`config.mk`:
```
export PLATFORM = sky130hd
export DESIGN_NAME = clm_monitor
export DESIGN_NICKNAME = d
export VERILOG_FILES = /design/src/verilog/clm_pkg.sv /design/src/verilog/clm_monitor.sv /design/src/verilog/clm_lock_confirm.sv
export VERILOG_INCLUDE_DIRS = /design/src /design/src/verilog
export SDC_FILE = /design/constraint.sdc
export NUM_CORES = 1
export LEC_CHECK = 0
export BUFFER_PORTS_ARGS = -buffer_cell sky130_fd_sc_hd__buf_4
export CAP_MARGIN = 25
export CORE_UTILIZATION = 30
export CTS_BUF_LIST = sky130_fd_sc_hd__clkbuf_2 sky130_fd_sc_hd__clkbuf_4 sky130_fd_sc_hd__clkbuf_8
export DETAILED_ROUTE_END_ITERATION = 16
export PLACE_DENSITY_LB_ADDON = 0.3
export SYNTH_ARGS = -nofsm -noshare
export SYNTH_HDL_FRONTEND = slang
export SYNTH_HIERARCHICAL = 1
export SYNTH_SLANG_ARGS = --single-unit
```
`constraint.sdc`:
```
create_clock -name clk_sys -period 2.7 [get_ports clk_sys]
set_clock_uncertainty 0.15 [all_clocks]
set_input_delay 0.135 -clock clk_sys [delete_from_list [all_inputs] [get_ports clk_sys]]
set_output_delay 0.135 -clock clk_sys [all_outputs]
set_load 0.1 [all_outputs]
```
`src/verilog/clm_defs.svh`:
```
// Register offsets, field positions, reset values and timing counts of the lock monitor.
// Included by every design module, not by the package; definitions only.
`ifndef CLM_DEFS_SVH
`define CLM_DEFS_SVH

`define CLM_ADDR_PWR_LOCK   8'h34
`define CLM_ADDR_PPM_TOL    8'h35

`define CLM_PWR_LOCK_RST    8'h3F
`define CLM_PPM_TOL_RST     8'h1F

`define CLM_BIT_RDY         7
`define CLM_BIT_INHIB       6
`define CLM_BIT_CONF_HI     5
`define CLM_BIT_CONF_LO     4
`define CLM_BIT_SCALE_HI    7
`define CLM_BIT_SCALE_LO    6
`define CLM_BIT_CAPTURE     5
`define CLM_RSVD_HI         3
`define CLM_RSVD_LO         0
`define CLM_PPM_RSVD_HI     4

`define CLM_CLK_MHZ         125
`define CLM_PD_TIME_MS      100
`define CLM_PD_CYCLES       (`CLM_PD_TIME_MS * `CLM_CLK_MHZ * 1000)

`define CLM_CHK_CYCLES      8'h10

`endif

```
`src/verilog/clm_pkg.sv`:
```
// Types shared by the lock monitor modules.
// Numbers live in clm_defs.svh; this package holds only types.
package clm_pkg;

    typedef enum logic [1:0]
    {
        CLM_UNLOCKED = 2'h0,
        CLM_LOCKED   = 2'h1,
        CLM_CONFIRM  = 2'h3
    } clm_lock_st_t;

    typedef struct packed
    {
        logic        rdy;
        logic [15:0] val;
    } clm_ppm_res_t;

endpackage : clm_pkg

```
`src/verilog/clm_monitor.sv`:
```
// Per-channel lock monitor: idle power-down, lock-loss confirmation,
// frequency delta tolerance scaling and ppm error capture.
// Assumes a simple register port on clk_sys and a ppm tally in the same domain.
// Function
// - With inhibit clear, power down channel 100ms after signal detect falls.
// - After a failed check, repeat it confirm-count times before declaring loss.
// - Lock regained during confirmation keeps lock high, counter back to zero.
// - Scale field picks base, base+[3:1], twice base, or twice base+[3:1].
// - Capture bit takes ppm error from tally, clears itself when done.
// - Ready flag set when a ppm error count can be read.
`timescale 1ns/100ps
`include "clm_defs.svh"

module clm_monitor
    import clm_pkg::*;
#(
    parameter int PD_CYCLES = `CLM_PD_CYCLES
)
(
    input  wire logic       clk_sys,        // Core clock, 125 MHz.
    input  wire logic       rstn,           // Asynchronous reset, active low.
    input  wire logic       reg_wr,         // Register write strobe.
    input  wire logic       reg_rd,         // Register read strobe.
    input  wire logic [7:0] reg_addr,       // Register offset.
    input  wire logic [7:0] reg_wdata,      // Register write data.
    output logic      [7:0] reg_rdata,      // Read data, valid cycle after reg_rd.
    input  wire logic       sig_det,        // Signal detect, asynchronous.
    input  wire logic       lock_crit,      // Lock criteria met, asynchronous.
    input  wire logic [7:0] ppm_delta_base, // Base frequency delta limit.
    output logic      [8:0] ppm_delta_eff,  // Scaled frequency delta limit.
    input  wire logic [15:0] ppm_count,     // Frequency offset tally.
    input  wire logic       ppm_count_vld,  // Tally result pulse.
    input  wire logic       ppm_res_read,   // Result pair read by software.
    output clm_ppm_res_t    ppm_res,        // Held ppm result and ready flag.
    output logic            chan_pwr_dn,    // Channel blocks powered down.
    output logic            cdr_locked,     // Lock indication.
    output logic [1:0]      conf_chk_cnt    // Confirmation checks done.
);

    function automatic logic [8:0] scale_tol(input logic [7:0] base, input logic [1:0] sel);
        logic [8:0] tmp;
        tmp = sel[1] ? {base, 1'b0} : {1'b0, base};
        if (sel[0])
        begin
            tmp = tmp + {6'h00, base[3:1]};
        end
        return tmp;
    endfunction : scale_tol

    // Two-stage synchronisers; the first stage feeds only the second.
    logic sd_meta;
    logic sd_sync;
    logic lk_meta;
    logic lk_sync;

    logic       inhib;
    logic [1:0] conf_cnt;
    logic [3:0] rsvd_a;
    logic [1:0] scale_sel;
    logic       cap_req;
    logic [4:0] rsvd_b;
    logic [31:0] pd_cnt;
    logic [7:0]  chk_tmr;
    logic        check_tick;

    logic        next_inhib;
    logic [1:0]  next_conf_cnt;
    logic [3:0]  next_rsvd_a;
    logic [1:0]  next_scale_sel;
    logic        next_cap_req;
    logic [4:0]  next_rsvd_b;
    logic [7:0]  next_reg_rdata;
    logic [31:0] next_pd_cnt;
    logic        next_chan_pwr_dn;
    logic [7:0]  next_chk_tmr;
    logic        next_check_tick;
    clm_ppm_res_t next_ppm_res;
    logic        cap_done;

    always_ff @(posedge clk_sys or negedge rstn)
    begin
        if (!rstn)
        begin
            sd_meta <= 1'b0;
            sd_sync <= 1'b0;
            lk_meta <= 1'b0;
            lk_sync <= 1'b0;
        end
        else
        begin
            sd_meta <= sig_det;
            sd_sync <= sd_meta;
            lk_meta <= lock_crit;
            lk_sync <= lk_meta;
        end
    end

    // Register file, read port and capture request.
    always_comb
    begin
        next_inhib     = inhib;
        next_conf_cnt  = conf_cnt;
        next_rsvd_a    = rsvd_a;
        next_scale_sel = scale_sel;
        next_cap_req   = cap_req;
        next_rsvd_b    = rsvd_b;
        next_reg_rdata = reg_rdata;
        if (cap_done)
        begin
            next_cap_req = 1'b0;
        end
        if (reg_wr && reg_addr == `CLM_ADDR_PWR_LOCK)
        begin
            next_inhib    = reg_wdata[`CLM_BIT_INHIB];
            next_conf_cnt = reg_wdata[`CLM_BIT_CONF_HI:`CLM_BIT_CONF_LO];
            next_rsvd_a   = reg_wdata[`CLM_RSVD_HI:`CLM_RSVD_LO];
        end
        if (reg_wr && reg_addr == `CLM_ADDR_PPM_TOL)
        begin
            next_scale_sel = reg_wdata[`CLM_BIT_SCALE_HI:`CLM_BIT_SCALE_LO];
            next_rsvd_b    = reg_wdata[`CLM_PPM_RSVD_HI:`CLM_RSVD_LO];
            // A fresh request wins over a capture finishing in the same cycle.
            if (reg_wdata[`CLM_BIT_CAPTURE])
            begin
                next_cap_req = 1'b1;
            end
        end
        if (reg_rd)
        begin
            case (reg_addr)
                `CLM_ADDR_PWR_LOCK: next_reg_rdata = {ppm_res.rdy, inhib, conf_cnt, rsvd_a};
                `CLM_ADDR_PPM_TOL:  next_reg_rdata = {scale_sel, cap_req, rsvd_b};
                default:            next_reg_rdata = 8'h00;
            endcase
        end
    end

    always_ff @(posedge clk_sys or negedge rstn)
    begin
        if (!rstn)
        begin
            inhib     <= 1'b0;
            conf_cnt  <= 2'h3;
            rsvd_a    <= 4'hF;
            scale_sel <= 2'h0;
            cap_req   <= 1'b0;
            rsvd_b    <= 5'h1F;
            reg_rdata <= 8'h00;
        end
        else
        begin
            inhib     <= next_inhib;
            conf_cnt  <= next_conf_cnt;
            rsvd_a    <= next_rsvd_a;
            scale_sel <= next_scale_sel;
            cap_req   <= next_cap_req;
            rsvd_b    <= next_rsvd_b;
            reg_rdata <= next_reg_rdata;
        end
    end

    // Idle power-down timer, lock check pacing and tolerance scaling.
    always_comb
    begin
        next_pd_cnt      = pd_cnt;
        next_chan_pwr_dn = chan_pwr_dn;
        if (inhib || sd_sync)
        begin
            next_pd_cnt      = 32'h0;
            next_chan_pwr_dn = 1'b0;
        end
        else if (pd_cnt >= 32'(PD_CYCLES - 1))
        begin
            next_chan_pwr_dn = 1'b1;
        end
        else
        begin
            next_pd_cnt = pd_cnt + 32'h1;
        end
        next_check_tick = (chk_tmr == 8'h00);
        next_chk_tmr    = next_check_tick ? `CLM_CHK_CYCLES - 8'h01 : chk_tmr - 8'h01;
    end

    always_ff @(posedge clk_sys or negedge rstn)
    begin
        if (!rstn)
        begin
            pd_cnt        <= 32'h0;
            chan_pwr_dn   <= 1'b0;
            chk_tmr       <= 8'h00;
            check_tick    <= 1'b0;
            ppm_delta_eff <= 9'h000;
        end
        else
        begin
            pd_cnt        <= next_pd_cnt;
            chan_pwr_dn   <= next_chan_pwr_dn;
            chk_tmr       <= next_chk_tmr;
            check_tick    <= next_check_tick;
            ppm_delta_eff <= scale_tol(ppm_delta_base, scale_sel);
        end
    end

    // Lock checks keep running; while the channel is powered down they always fail.
    clm_lock_confirm clm_lock_confirm_inst
    (
        .clk_sys    (clk_sys),
        .rstn       (rstn),
        .check_tick (check_tick),
        .crit_ok    (lk_sync && !chan_pwr_dn),
        .conf_cnt   (conf_cnt),
        .locked     (cdr_locked),
        .chk_cnt    (conf_chk_cnt)
    );

    // Ppm result: refreshed freely while nobody holds it, forced by a capture request.
    assign cap_done = cap_req && ppm_count_vld;

    always_comb
    begin
        next_ppm_res = ppm_res;
        if (ppm_res_read)
        begin
            next_ppm_res.rdy = 1'b0;
        end
        if (cap_done || (ppm_count_vld && !ppm_res.rdy))
        begin
            next_ppm_res.val = ppm_count;
            next_ppm_res.rdy = 1'b1;
        end
    end

    always_ff @(posedge clk_sys or negedge rstn)
    begin
        if (!rstn)
        begin
            ppm_res <= '0;
        end
        else
        begin
            ppm_res <= next_ppm_res;
        end
    end

    a_pd_inhibit: assert property (@(posedge clk_sys) disable iff (!rstn)
        inhib |=> !chan_pwr_dn)
        else $error("Channel powered down while inhibit set.");

    a_pd_timeout: assert property (@(posedge clk_sys) disable iff (!rstn)
        $rose(chan_pwr_dn) |-> $past(pd_cnt) == 32'(PD_CYCLES - 1) && !$past(sd_sync))
        else $error("Power-down not at end of idle time.");

    a_pd_sigdet: assert property (@(posedge clk_sys) disable iff (!rstn)
        sd_sync |=> !chan_pwr_dn ##1 !chan_pwr_dn)
        else $error("Channel down while signal detected.");

    a_tol_double: assert property (@(posedge clk_sys) disable iff (!rstn)
        scale_sel == 2'h3
        |=> ppm_delta_eff == {1'b0, $past(ppm_delta_base)} + {1'b0, $past(ppm_delta_base)}
            + {6'h00, $past(ppm_delta_base[3:1])})
        else $error("Scaled tolerance wrong.");

    a_cap_clear: assert property (@(posedge clk_sys) disable iff (!rstn)
        cap_req && ppm_count_vld && !reg_wr
        |=> !cap_req && ppm_res.rdy && ppm_res.val == $past(ppm_count))
        else $error("Capture request did not complete.");

    a_free_update: assert property (@(posedge clk_sys) disable iff (!rstn)
        !ppm_res.rdy && ppm_count_vld |=> ppm_res.rdy && ppm_res.val == $past(ppm_count))
        else $error("Free-running ppm update missed.");

    a_ready_cause: assert property (@(posedge clk_sys) disable iff (!rstn)
        $rose(ppm_res.rdy) |-> $past(ppm_count_vld))
        else $error("Ready flag set without a tally result.");

    a_result_hold: assert property (@(posedge clk_sys) disable iff (!rstn)
        ppm_res.rdy && !cap_req |=> $stable(ppm_res.val))
        else $error("Ppm result changed while ready.");

endmodule : clm_monitor

```
`src/verilog/clm_lock_confirm.sv`:
```
// Lock tracking with loss confirmation for one recovery channel.
// Assumes crit_ok is already synchronised and check_tick is a one-cycle pulse.
`timescale 1ns/100ps
`include "clm_defs.svh"

module clm_lock_confirm
    import clm_pkg::*;
(
    input  wire logic       clk_sys,     // Core clock.
    input  wire logic       rstn,        // Asynchronous reset, active low.
    input  wire logic       check_tick,  // One lock check per pulse.
    input  wire logic       crit_ok,     // Lock criteria met.
    input  wire logic [1:0] conf_cnt,    // Extra checks before loss.
    output logic            locked,      // Lock indication.
    output logic [1:0]      chk_cnt      // Confirmation checks done.
);

    clm_lock_st_t state;
    clm_lock_st_t next_state;
    logic [1:0]   next_chk_cnt;

    always_comb
    begin
        next_state   = state;
        next_chk_cnt = chk_cnt;
        if (check_tick)
        begin
            case (state)
                CLM_UNLOCKED:
                begin
                    if (crit_ok)
                    begin
                        next_state = CLM_LOCKED;
                    end
                end
                CLM_LOCKED:
                begin
                    next_chk_cnt = 2'h0;
                    if (!crit_ok)
                    begin
                        next_state = (conf_cnt == 2'h0) ? CLM_UNLOCKED : CLM_CONFIRM;
                    end
                end
                CLM_CONFIRM:
                begin
                    if (crit_ok)
                    begin
                        next_state   = CLM_LOCKED;
                        next_chk_cnt = 2'h0;
                    end
                    else if (chk_cnt + 2'h1 >= conf_cnt)
                    begin
                        next_state   = CLM_UNLOCKED;
                        next_chk_cnt = 2'h0;
                    end
                    else
                    begin
                        next_chk_cnt = chk_cnt + 2'h1;
                    end
                end
                default:
                begin
                    next_state   = CLM_UNLOCKED;
                    next_chk_cnt = 2'h0;
                end
            endcase
        end
    end

    always_ff @(posedge clk_sys or negedge rstn)
    begin
        if (!rstn)
        begin
            state   <= CLM_UNLOCKED;
            chk_cnt <= 2'h0;
            locked  <= 1'b0;
        end
        else
        begin
            state   <= next_state;
            chk_cnt <= next_chk_cnt;
            locked  <= (next_state != CLM_UNLOCKED);
        end
    end

    a_loss_after_count: assert property (@(posedge clk_sys) disable iff (!rstn)
        state == CLM_CONFIRM && check_tick && !crit_ok && chk_cnt + 2'h1 >= conf_cnt
        |=> !locked && state == CLM_UNLOCKED)
        else $error("Lock not dropped after last confirmation check.");

    a_confirm_held: assert property (@(posedge clk_sys) disable iff (!rstn)
        state == CLM_LOCKED && check_tick && !crit_ok && conf_cnt != 2'h0
        |=> locked && state == CLM_CONFIRM)
        else $error("Lock dropped before confirmation checks ran.");

    a_regain_reset: assert property (@(posedge clk_sys) disable iff (!rstn)
        state == CLM_CONFIRM && check_tick && crit_ok
        |=> locked && chk_cnt == 2'h0 && state == CLM_LOCKED)
        else $error("Regained lock did not clear the confirmation count.");

endmodule : clm_lock_confirm

```
**Word level (Yosys, flattened, before mapping)**

Index checks and enable logic that the tools add are counted.

- Register bits: 100
- Word-level logic and storage cells: 72

- Add/subtract/negate cells: 4
- $lt $le $gt $ge: 2
- Eq/ne operators: 5
- Mux-type cells: 23
- Bitwise operators: 1
- Reductions and logical operators: 16

Operators with widths:

| operator | count |
|---|---|
| 32-bit two-way mux | 2 |
| 32-bit by 1-bit adder with 32-bit output (second input constant) | 1 |
| 32-bit by 24-bit >= comparator with 1-bit output (second input constant) | 1 |
| 9-bit two-way mux | 2 |
| 17-bit two-way mux | 1 |
| 8-bit by 6-bit equality test with 1-bit output (second input constant) | 2 |
| 2-bit two-way mux | 8 |
| 8-bit one-hot mux with 2 select lines | 1 |
| 9-bit by 3-bit adder with 9-bit output | 1 |
| 8-bit zero test | 1 |
| 8-bit two-way mux | 1 |
| 8-bit by 1-bit subtractor with 8-bit output (second input constant) | 1 |
| 1-bit two-way mux | 6 |
| 2-bit one-hot mux with 3 select lines | 1 |
| 2-bit nonzero test | 3 |
| 1-bit logical AND | 5 |
| 2-bit zero test | 2 |
| 2-bit one-hot mux with 2 select lines | 1 |
| 2-bit by 1-bit adder with 2-bit output (second input constant) | 1 |
| 2-bit by 1-bit equality test with 1-bit output (second input constant) | 1 |
| 2-bit equality test (second input constant) | 1 |
| 2-bit >= comparator | 1 |
| 1-bit zero test | 2 |
| 1-bit logical OR | 2 |
| 3 further kinds | 3 |

**Longest topological paths before layout**

Gate-level depths: netlist of the first run.

- Depth in word-level cells: 7
- Depth in mapped cells: 10

**Hierarchy**

The synthesis of the first run kept the hierarchy.

By module, submodules not included:

| module | times used | cells an instance | area an instance (um2) | seq. area each (um2) |
|---|---|---|---|---|
| clm_monitor | 1 | 406 | 4431.8 | 2391.0 |
| clm_lock_confirm | 1 | 36 | 332.8 | 125.1 |

**Least setup slack after synthesis of the first run**

OpenSTA, ideal clock, no wires.

- Kind: register to register
- Start: register ppm_res[16] (netlist bit)
- End: register ppm_res[10] (netlist bit)
- Setup time: 126 ps
- Data arrival time: 2224 ps
- Data required time: 2424 ps
- Setup slack: 201 ps
- Cell stages (with the launch flop): 5
- Buffers on the path: 1
- Path through: dfrtp_1 inv_1 o21ai_1 clkbuf_1 mux2_2

- Word-level cells in the longest chain between the ends: 3

RTL lines:

| item | line | text |
|---|---|---|
| start, declared | clm_monitor.sv:34 | `output clm_ppm_res_t ppm_res,` |
| start signal, assigned | clm_monitor.sv:241 | `ppm_res <= next_ppm_res;` |
| 1-bit zero test | clm_monitor.sv:226 | `if (cap_done \|\| (ppm_count_vld && !ppm_res.rdy))` |
| 1-bit logical AND | clm_monitor.sv:226 |  |
| 1-bit logical OR | clm_monitor.sv:226 |  |

No other way between the ends.
A chain may end at the register's enable or synchronous reset.

**Final worst setup path of the first run**

- Start: register scale_sel[1]
- End: register ppm_delta_eff[8]

- Word-level cells in the longest chain between the ends: 3

RTL lines:

| item | line | text |
|---|---|---|
| start, declared | clm_monitor.sv:59 | `logic [1:0] scale_sel;` |
| start signal, assigned | clm_monitor.sv:155 | `scale_sel <= next_scale_sel;` |
| 9-bit two-way mux (*) | clm_monitor.sv:42 | `tmp = sel[1] ? {base, 1'b0} : {1'b0, base};` |
| 9-bit by 3-bit adder with 9-bit output | clm_monitor.sv:45 | `tmp = tmp + {6'h00, base[3:1]};` |
| 9-bit two-way mux (*) | clm_monitor.sv:43 | `if (sel[0])` |
| end signal, assigned | clm_monitor.sv:200 | `ppm_delta_eff <= scale_tol(ppm_delta_base, scale_sel);` |
| end, declared | clm_monitor.sv:30 | `output logic [8:0] ppm_delta_eff,` |

Mark *: on every way between the ends. The rest lies on a longest branch, timed or not.

==> results of run 1 <==
report_power, final:
part,leakage (nW),switching [mW],total (mW),internal [mW]
Combinational,1.40,0.740,1.02,0.276
Clock,0.106,0.540,1.07,0.534
Sequential,1.24,0.0625,1.66,1.60
Total,2.75,1.34,3.75,2.41
per-stage QoR:
stage          hold WS (ns)  utilization  std cells  instance area, sq um  setup slack [ns]
2_1_floorplan       -0.3106            -        442                  4765            0.2005
3_3_place_gp        -0.1977       0.3686        728                  5665            0.4563
3_5_place_dp        -0.1964       0.3686        728                  5665            0.3224
4_1_cts             0.04362       0.4083        783                  6276            0.3013
5_1_grt             0.09753       0.4083        783                  6276            0.1168
6_report            0.07038       0.4083        783                  6276            0.2986
cell type report:
cell class                 count  area [sq um]  share of cell area
clock inverter                 6         88.84             0.01415
clock buffer                  10         131.4             0.02093
timing repair buffer         133          1109              0.1766
multi-input combinational    307          2107              0.3357
sequential                   100          2516              0.4009
inverter                      16         60.06            0.009569
tap                          211         264.0             0.04207
registers in the layout, indices dropped and copies added (netlist names), 4 cells and up:
name           flops
chk_tmr            8
pd_cnt            32
ppm_delta_eff      9
ppm_res           17
reg_rdata          8
rsvd_a             4
rsvd_b             5
routing by layer:
metal  global-route usage  part of all wire
met1               0.1639              0.44
met3              0.04090             0.046
met5                    0                 0
met4              0.06367             0.021
met2               0.2350              0.49
placed cells by master (no fill, tap or decap), types with 3 or more instances in the layout:
master / Yosys / routed
dfrtp_1: 89 / 89
and4b_1: 3 / 3
ha_1: 8 / 8
nor4_1: 5 / 5
o211ai_1: 7 / 7
xnor2_1: 7 / 7
inv_1: 16 / 16
nor3_1: 8 / 8
or3_1: 8 / 8
nand3_1: 18 / 18
nor2_1: 24 / 24
and3_1: 6 / 6
or4_1: 12 / 12
o21ai_0: 20 / 20
dlygate4sd3_1: 0 / 39
dfstp_2: 11 / 11
nand4_1: 10 / 10
and2_1: 10 / 10
nand2_1: 31 / 31
clkbuf_8: 0 / 9
buf_4: 0 / 93
o21a_1: 3 / 3
a22oi_1: 8 / 8
nand2b_1: 4 / 4
o31ai_1: 7 / 7
nor2b_1: 5 / 5
a21oi_1: 31 / 31
xor2_1: 6 / 6
mux2i_1: 5 / 5
mux2_2: 33 / 33
synth_stat cells, types with 2 or more instances:
library cell  number  area [sq um]
dfrtp_1           89          2227
mux2_2            33         371.6
a21oi_1           31         155.2
nand2_1           31         116.4
nor2_1            24         90.09
o21ai_0           20         100.1
nand3_1           18         90.09
inv_1             16         60.06
clkbuf_1          14         52.55
or4_1             12         90.09
dfstp_2           11         289.0
and2_1            10         62.56
nand4_1           10         62.56
a22oi_1            8         60.06
ha_1               8         100.1
nor3_1             8         40.04
or3_1              8         50.05
o211ai_1           7         52.55
o31ai_1            7         52.55
xnor2_1            7         61.31
and3_1             6         37.54
xor2_1             6         52.55
mux2i_1            5         50.05
nor2b_1            5         31.28
nor4_1             5         31.28
nand2b_1           4         25.02
and4b_1            3         30.03
o21a_1             3         22.52
a21o_1             2         15.01
and4_1             2         17.52
buf_1              2         7.510
buf_2              2         10.01
nand4b_1           2         17.52
nor4b_1            2         17.52
o41ai_1            2         17.52
worst register-to-register path, cell delays in order (launching register included):
cell	delay, ns
dfrtp_1	0.41
nor2b_1	0.15
ha_1	0.18
inv_1	0.06
fa_1	0.40
nor2b_1	0.14
o211ai_1	0.20
nor2_1	0.27
a31oi_1	0.12
a31o_2	0.22
worst paths after layout:
check                                   end
max                        ppm_delta_eff[8]
min in group asynchronous       ppm_res[12]
min                        ppm_delta_eff[0]
max reg2reg                ppm_delta_eff[8]
max in group asynchronous        ppm_res[5]
min reg2reg                         lk_sync
repair_timing:
action,4_1_cts,5_1_grt
gates resized for setup,0,0
hold buffers,39,0
setup endpoints to repair,0,0
endpoints found under the hold margin,138,0
logic make-up (layout without fill, tap and decap cells):
group / count (synthesis) / count (layout)
flops: 100 / 100
buf+inv: 35 / 165
compound gates: 90 / 90
simple gates: 157 / 157
xor+xnor: 13 / 13
fa+ha+maj: 9 / 9
mux: 38 / 38
==> results.py, run 1 <==
metrics = {
    "run_status": {
        "status": "completed",
    },
    "global_route": {
        "grt_start_max_net_pins": 96,
        "track_usage": 0.1394,
        "grt_antenna_before_repair": 0,
        "grt_pass1_vias": 3812,
        "grt_overflow": 0,
        "grt_first_pass_wirelength_um": 18110,
    },
    "synth": {
        "yosysWarnings": 6,
        "synth_top_family_by_area": "simple AND/OR/NAND/NOR gates",
        "syn_nets": 499,
        "netlist_area_sq_um": 4765,
        "synth_compound_area_frac": 0.1226,
        "synth_xor_area_frac": 0.02390,
        "synth_mux_area_frac": 0.08850,
        "synthesis.instances": 442,
        "ys_seq_elements": 100,
        "synthArstFlopShare": 1.000,
        "ys_seq_area_frac": 0.5281,
        "synth_area_per_cell_sq_um": 10.78,
        "synth-edff-count": 0,
        "synth_cell_types": 54,
        "ys.flop_type": "dfrtp_1",
        "synth_simple_gate_area_frac": 0.1820,
        "synthAdderAreaFrac": 0.02521,
    },
    "setup_path": {
        "worstSetupPathType": "register to register",
        "reg2reg_slack_ns": 0.30,
        "cpPeakStageDelay_ns": 0.41,
        "required_ns": 2.83,
        "crit_start": "scale_sel[1]",
        "crit_cells": 9,
        "critPathCaptureType": "register",
        "reg2reg_from": "scale_sel[1]",
        "path_buf_inv": 1,
        "path_common_cell": "nor2b_1",
        "arrival_ns": 2.53,
        "crit_chain": "nor2b_1, ha_1, inv_1, fa_1, nor2b_1, o211ai_1, nor2_1, a31oi_1, a31o_2",
        "crit_fanout": 4,
        "rr_worst_depth": 9,
        "cpLargestDelayFamily": "adder cells",
        "critPathLaunchType": "register",
        "cpMaxStageDelayCell": "dfrtp_1",
    },
    "sta": {
        "finalHoldViolCount": 0,
        "max_freq_mhz": 416.4,
        "setup_violations": 0,
        "grt_setup_unrepaired": "false",
        "tns_ns": 0,
        "max_slew_margin": 0.5255,
        "finalCritPeriodShare": 0.8894,
        "worst-slew-pin-transition_ns": 0.7028,
        "fin_crit_ns": 2.401,
        "maxSlewViolCount": 0,
    },
    "drt": {
        "finalWirelength_um": 10830,
        "dr.first_iter.drc_count": 166,
        "drtPass1Iterations": 4,
        "viasPerCell": 4.895,
        "vias": 3833,
        "wire_per_inst_um": 13.83,
        "remaining_drc_errors": 0,
        "antenna_left": 0,
    },
    "floorplan": {
        "core_sq_um": 15370,
        "die_w_um": 128.0,
        "die-area_sq_um": 16390,
        "die_h_um": 128.0,
        "row_count": 45,
        "io_pins": 86,
        "start_util": 0.3100,
    },
    "cts": {
        "clock_path_buffers": 2,
        "numCtsBuffers": 9,
        "clkSinkCount": 100,
        "clock-root-buffer": "clkbuf_8",
        "path_clk_slew_ns": 0.09,
        "clk-insertion-delay-late_ns": 0.38,
        "htreeDepth": 3,
        "cts_setup_buffers": 0,
        "cts_tree": "done",
    },
    "power_and_ir_drop": {
        "power.density_nw_per_um2": 597.2,
        "finalPower_mw": 3.748,
        "p_leak_nw": 2.750,
        "ir_drop_v": 0.0005761,
    },
    "placed_design": {
        "finalWeightedCongestion": 0.8006,
        "hpwl_um": 7187,
        "numPortBuffers": 85,
    },
    "cells_and_area": {
        "antenna_cells": 0,
        "nFillCells": 1451,
        "area_growth_syn_to_layout_pct": 31.72,
        "nets": 624,
        "drive_gt1_frac": 0.2832,
    },
    "min_path": {
        "worstHoldPathCells": 3,
        "hold_path_class": "input pin to register",
        "min-delay-start": "ppm_delta_base[0]",
    },
    "run": {
        "cap_violations": 0,
    },
}
No activity file was read; power rests on OpenSTA's default activity.
==> inputs of run 2 (changes only) <==
--- a/config.mk
+++ b/config.mk
@@ -8,7 +8,7 @@
 export LEC_CHECK = 0
 export BUFFER_PORTS_ARGS = -buffer_cell sky130_fd_sc_hd__buf_4
 export CAP_MARGIN = 25
-export CORE_UTILIZATION = 30
+export CORE_UTILIZATION = 45
 export CTS_BUF_LIST = sky130_fd_sc_hd__clkbuf_2 sky130_fd_sc_hd__clkbuf_4 sky130_fd_sc_hd__clkbuf_8
 export DETAILED_ROUTE_END_ITERATION = 16
 export PLACE_DENSITY_LB_ADDON = 0.3
==> constraint.sdc (replaced) <==
create_clock -name clk_sys -period 2.08 [get_ports clk_sys]
set_clock_uncertainty 0.15 [all_clocks]
set_input_delay 0.104 -clock clk_sys [delete_from_list [all_inputs] [get_ports clk_sys]]
set_output_delay 0.104 -clock clk_sys [all_outputs]
set_load 0.1 [all_outputs]
==> run 2 against run 1 <==
  * The flow now finishes with violations (negative setup slack)
  * Final cell count decreased by 4.2%
  * Final area up 8.3%
  * Wire length up 12%
  * Critical path type unchanged
  * Largest cell class unchanged
  * Highest routed layer unchanged
==> results.py, run 2 (synthesis gave the netlist of run 1 again) <==
metrics = {
    "power_and_ir_drop": {
        "power_frac_comb": 0.291,
        "p_clk_frac": 0.256,
        "internal_power_mw": 2.933,
        "power.density_nw_per_um2": 700.1,
        "switching_share": 0.3838,
        "switchingPower_mw": 1.827,
        "ir_drop_v": 0.0006515,
        "p_leak_nw": 3.014,
        "p_seq_frac": 0.453,
    },
    "cells_and_area": {
        "multiInputGateArea_sq_um": 2399,
        "nets": 666,
        "largest_register_ffs": 32,
        "antenna_cells": 0,
        "final_core_util": 0.6614,
        "drive_gt1_frac": 0.4169,
        "area_growth_syn_to_layout_pct": 42.67,
        "mostFrequentLayoutCell": "buf_4",
        "top_regs": "pd_cnt: 32 flops, ppm_res: 17 flops, ppm_delta_eff: 9 flops",
        "regMostFlops": "pd_cnt",
        "nFillCells": 790,
        "final_cell_mix": "buf_4 (124), dfrtp_1 (83), dlygate4sd3_1 (40)",
        "stdcell_area_sq_um": 6798,
        "ff_latch_area_sq_um": 2529,
    },
    "drt": {
        "dr.first_iter.drc_count": 247,
        "remaining_drc_errors": 0,
        "finalWirelength_um": 12140,
        "drtPass1Iterations": 4,
        "wire_per_inst_um": 16.18,
        "antenna_left": 0,
        "viasPerCell": 5.553,
        "vias": 4165,
    },
    "global_route": {
        "grt_antenna_before_repair": 0,
        "grt_pass1_vias": 4161,
        "track_usage": 0.2235,
        "grt_first_pass_wirelength_um": 19760,
        "grt_overflow": 0,
        "grt_start_max_net_pins": 42,
    },
    "setup_path": {
        "arrival_ns": 2.38,
        "crit_fanout": 5,
        "critPathLaunchType": "register",
        "required_ns": 2.23,
        "critPathCaptureType": "register",
        "worstSetupPathType": "register to register",
    },
    "floorplan": {
        "row_count": 37,
        "die_w_um": 104.9,
        "die-area_sq_um": 11000,
        "start_util": 0.4636,
        "core_sq_um": 10280,
        "die_h_um": 104.9,
        "io_pins": 86,
    },
    "run_status": {
        "status": "complete, but fails checks",
        "violations": "negative setup slack",
    },
    "run": {
        "cap_violations": 0,
    },
    "sta": {
        "holdWs_ns": 0.02176,
        "fin_ws_ns": -0.1443,
        "fin_crit_ns": 2.224,
        "setup_violations": 10,
        "maxSlewViolCount": 0,
        "finalHoldViolCount": 0,
        "max_freq_mhz": 449.6,
        "max_slew_margin": 0.6423,
        "grt_setup_unrepaired": "true",
        "worst-slew-pin-transition_ns": 0.5366,
        "finalCritPeriodShare": 1.069,
        "tns_ns": -0.6090,
    },
    "placed_design": {
        "numPortBuffers": 85,
        "hpwl_um": 7504,
        "place_area_sq_um": 5803,
        "finalWeightedCongestion": 0.8437,
    },
    "cts": {
        "numCtsBuffers": 9,
        "htreeDepth": 3,
        "cts_tree": "done",
        "clock_path_buffers": 2,
        "clkSinkCount": 100,
        "clk-insertion-delay-late_ns": 0.37,
        "clock-root-buffer": "clkbuf_8",
        "path_clk_slew_ns": 0.11,
    },
    "min_path": {
        "hold_path_class": "input pin to register",
    },
}
## run 2: changes by cell type in the layout (fill, tap and decap cells not counted), sizes merged
cell         previous run  this run
bufinv                  2         0
inv                    17        19
buf                    94       132
dlygate4sd3            39        40
clkinv                  1         2
clkbuf                 10         9
o311a                   1         4
## run 2: metal layers
| metal | share of wire | GRT usage | vias up |
|---|---|---|---|
| li1 | - | - | 1953 |
| met1 | 0.43 | 0.2902 | 2073 |
| met5 | 0 | 0 | - |
| met2 | 0.51 | 0.3813 | 120 |
| met3 | 0.045 | 0.03431 | 19 |
| met4 | 0.016 | 0.07646 | 0 |
## run 2: final timing paths
check                             startpoint          endpoint  slack (ns)  cells after the start
setup / recovery                scale_sel[1]  ppm_delta_eff[5]       -0.14                      7
hold / removal             ppm_delta_base[3]  ppm_delta_eff[8]        0.02                      3
setup reg to reg                scale_sel[1]  ppm_delta_eff[5]       -0.14                      7
hold reg to reg                      lk_meta           lk_sync        0.21                      0
max in group asynchronous               rstn         pd_cnt[8]        1.12                      3
min in group asynchronous               rstn  ppm_delta_eff[4]        0.05                      2
## run 2: layout make-up
class,count,share of cell area
Clock buffer,9,0.01822
Clock inverter,7,0.01012
Inverter,16,0.008835
Multi-Input combinational cell,310,0.3528
Sequential cell,100,0.3720
Tap cell,136,0.02503
Timing Repair Buffer,172,0.2130
## run 2: what timing repair did
item / in CTS / in global routing
hold buffers: 39 / 1
pin swaps: 18 / 35
endpoints found under the hold margin: 147 / 1
setup buffers: 5 / 10
resized for setup: 18 / 44
gates cloned: 2 / 1
setup endpoints to repair: 15 / 26
## run 2: metrics by stage
stage	total power, mW	instances	setup slack [ns]
3_5_place_dp	3.476	676	-0.3352
3_3_place_gp	3.452	676	-0.1921
4_1_cts	4.760	738	-0.09952
5_1_grt	4.922	750	-0.2195
2_1_floorplan	3.105	442	-0.1189
6_report	4.759	750	-0.1443
## run 2: power by group through the flow
stage | Sequential [mW] | Clock, mW | Combinational [mW]
after global routing | 2.17 | 1.31 | 1.44
final | 2.15 | 1.22 | 1.39
after CTS | 2.15 | 1.25 | 1.36
after detailed placement | 2.19 | 0 | 1.29
after global placement | 2.18 | 0 | 1.27
after floorplan | 2.89 | 0 | 0.213
## run 2: worst max-delay path, stage by stage, from the launching register on
cell and delay (ns):
dfrtp_2 0.47, mux2_4 0.35, ha_4 0.27, a21o_1 0.15
a21oi_4 0.09, or3b_4 0.38, xor2_1 0.15, mux2i_1 0.15
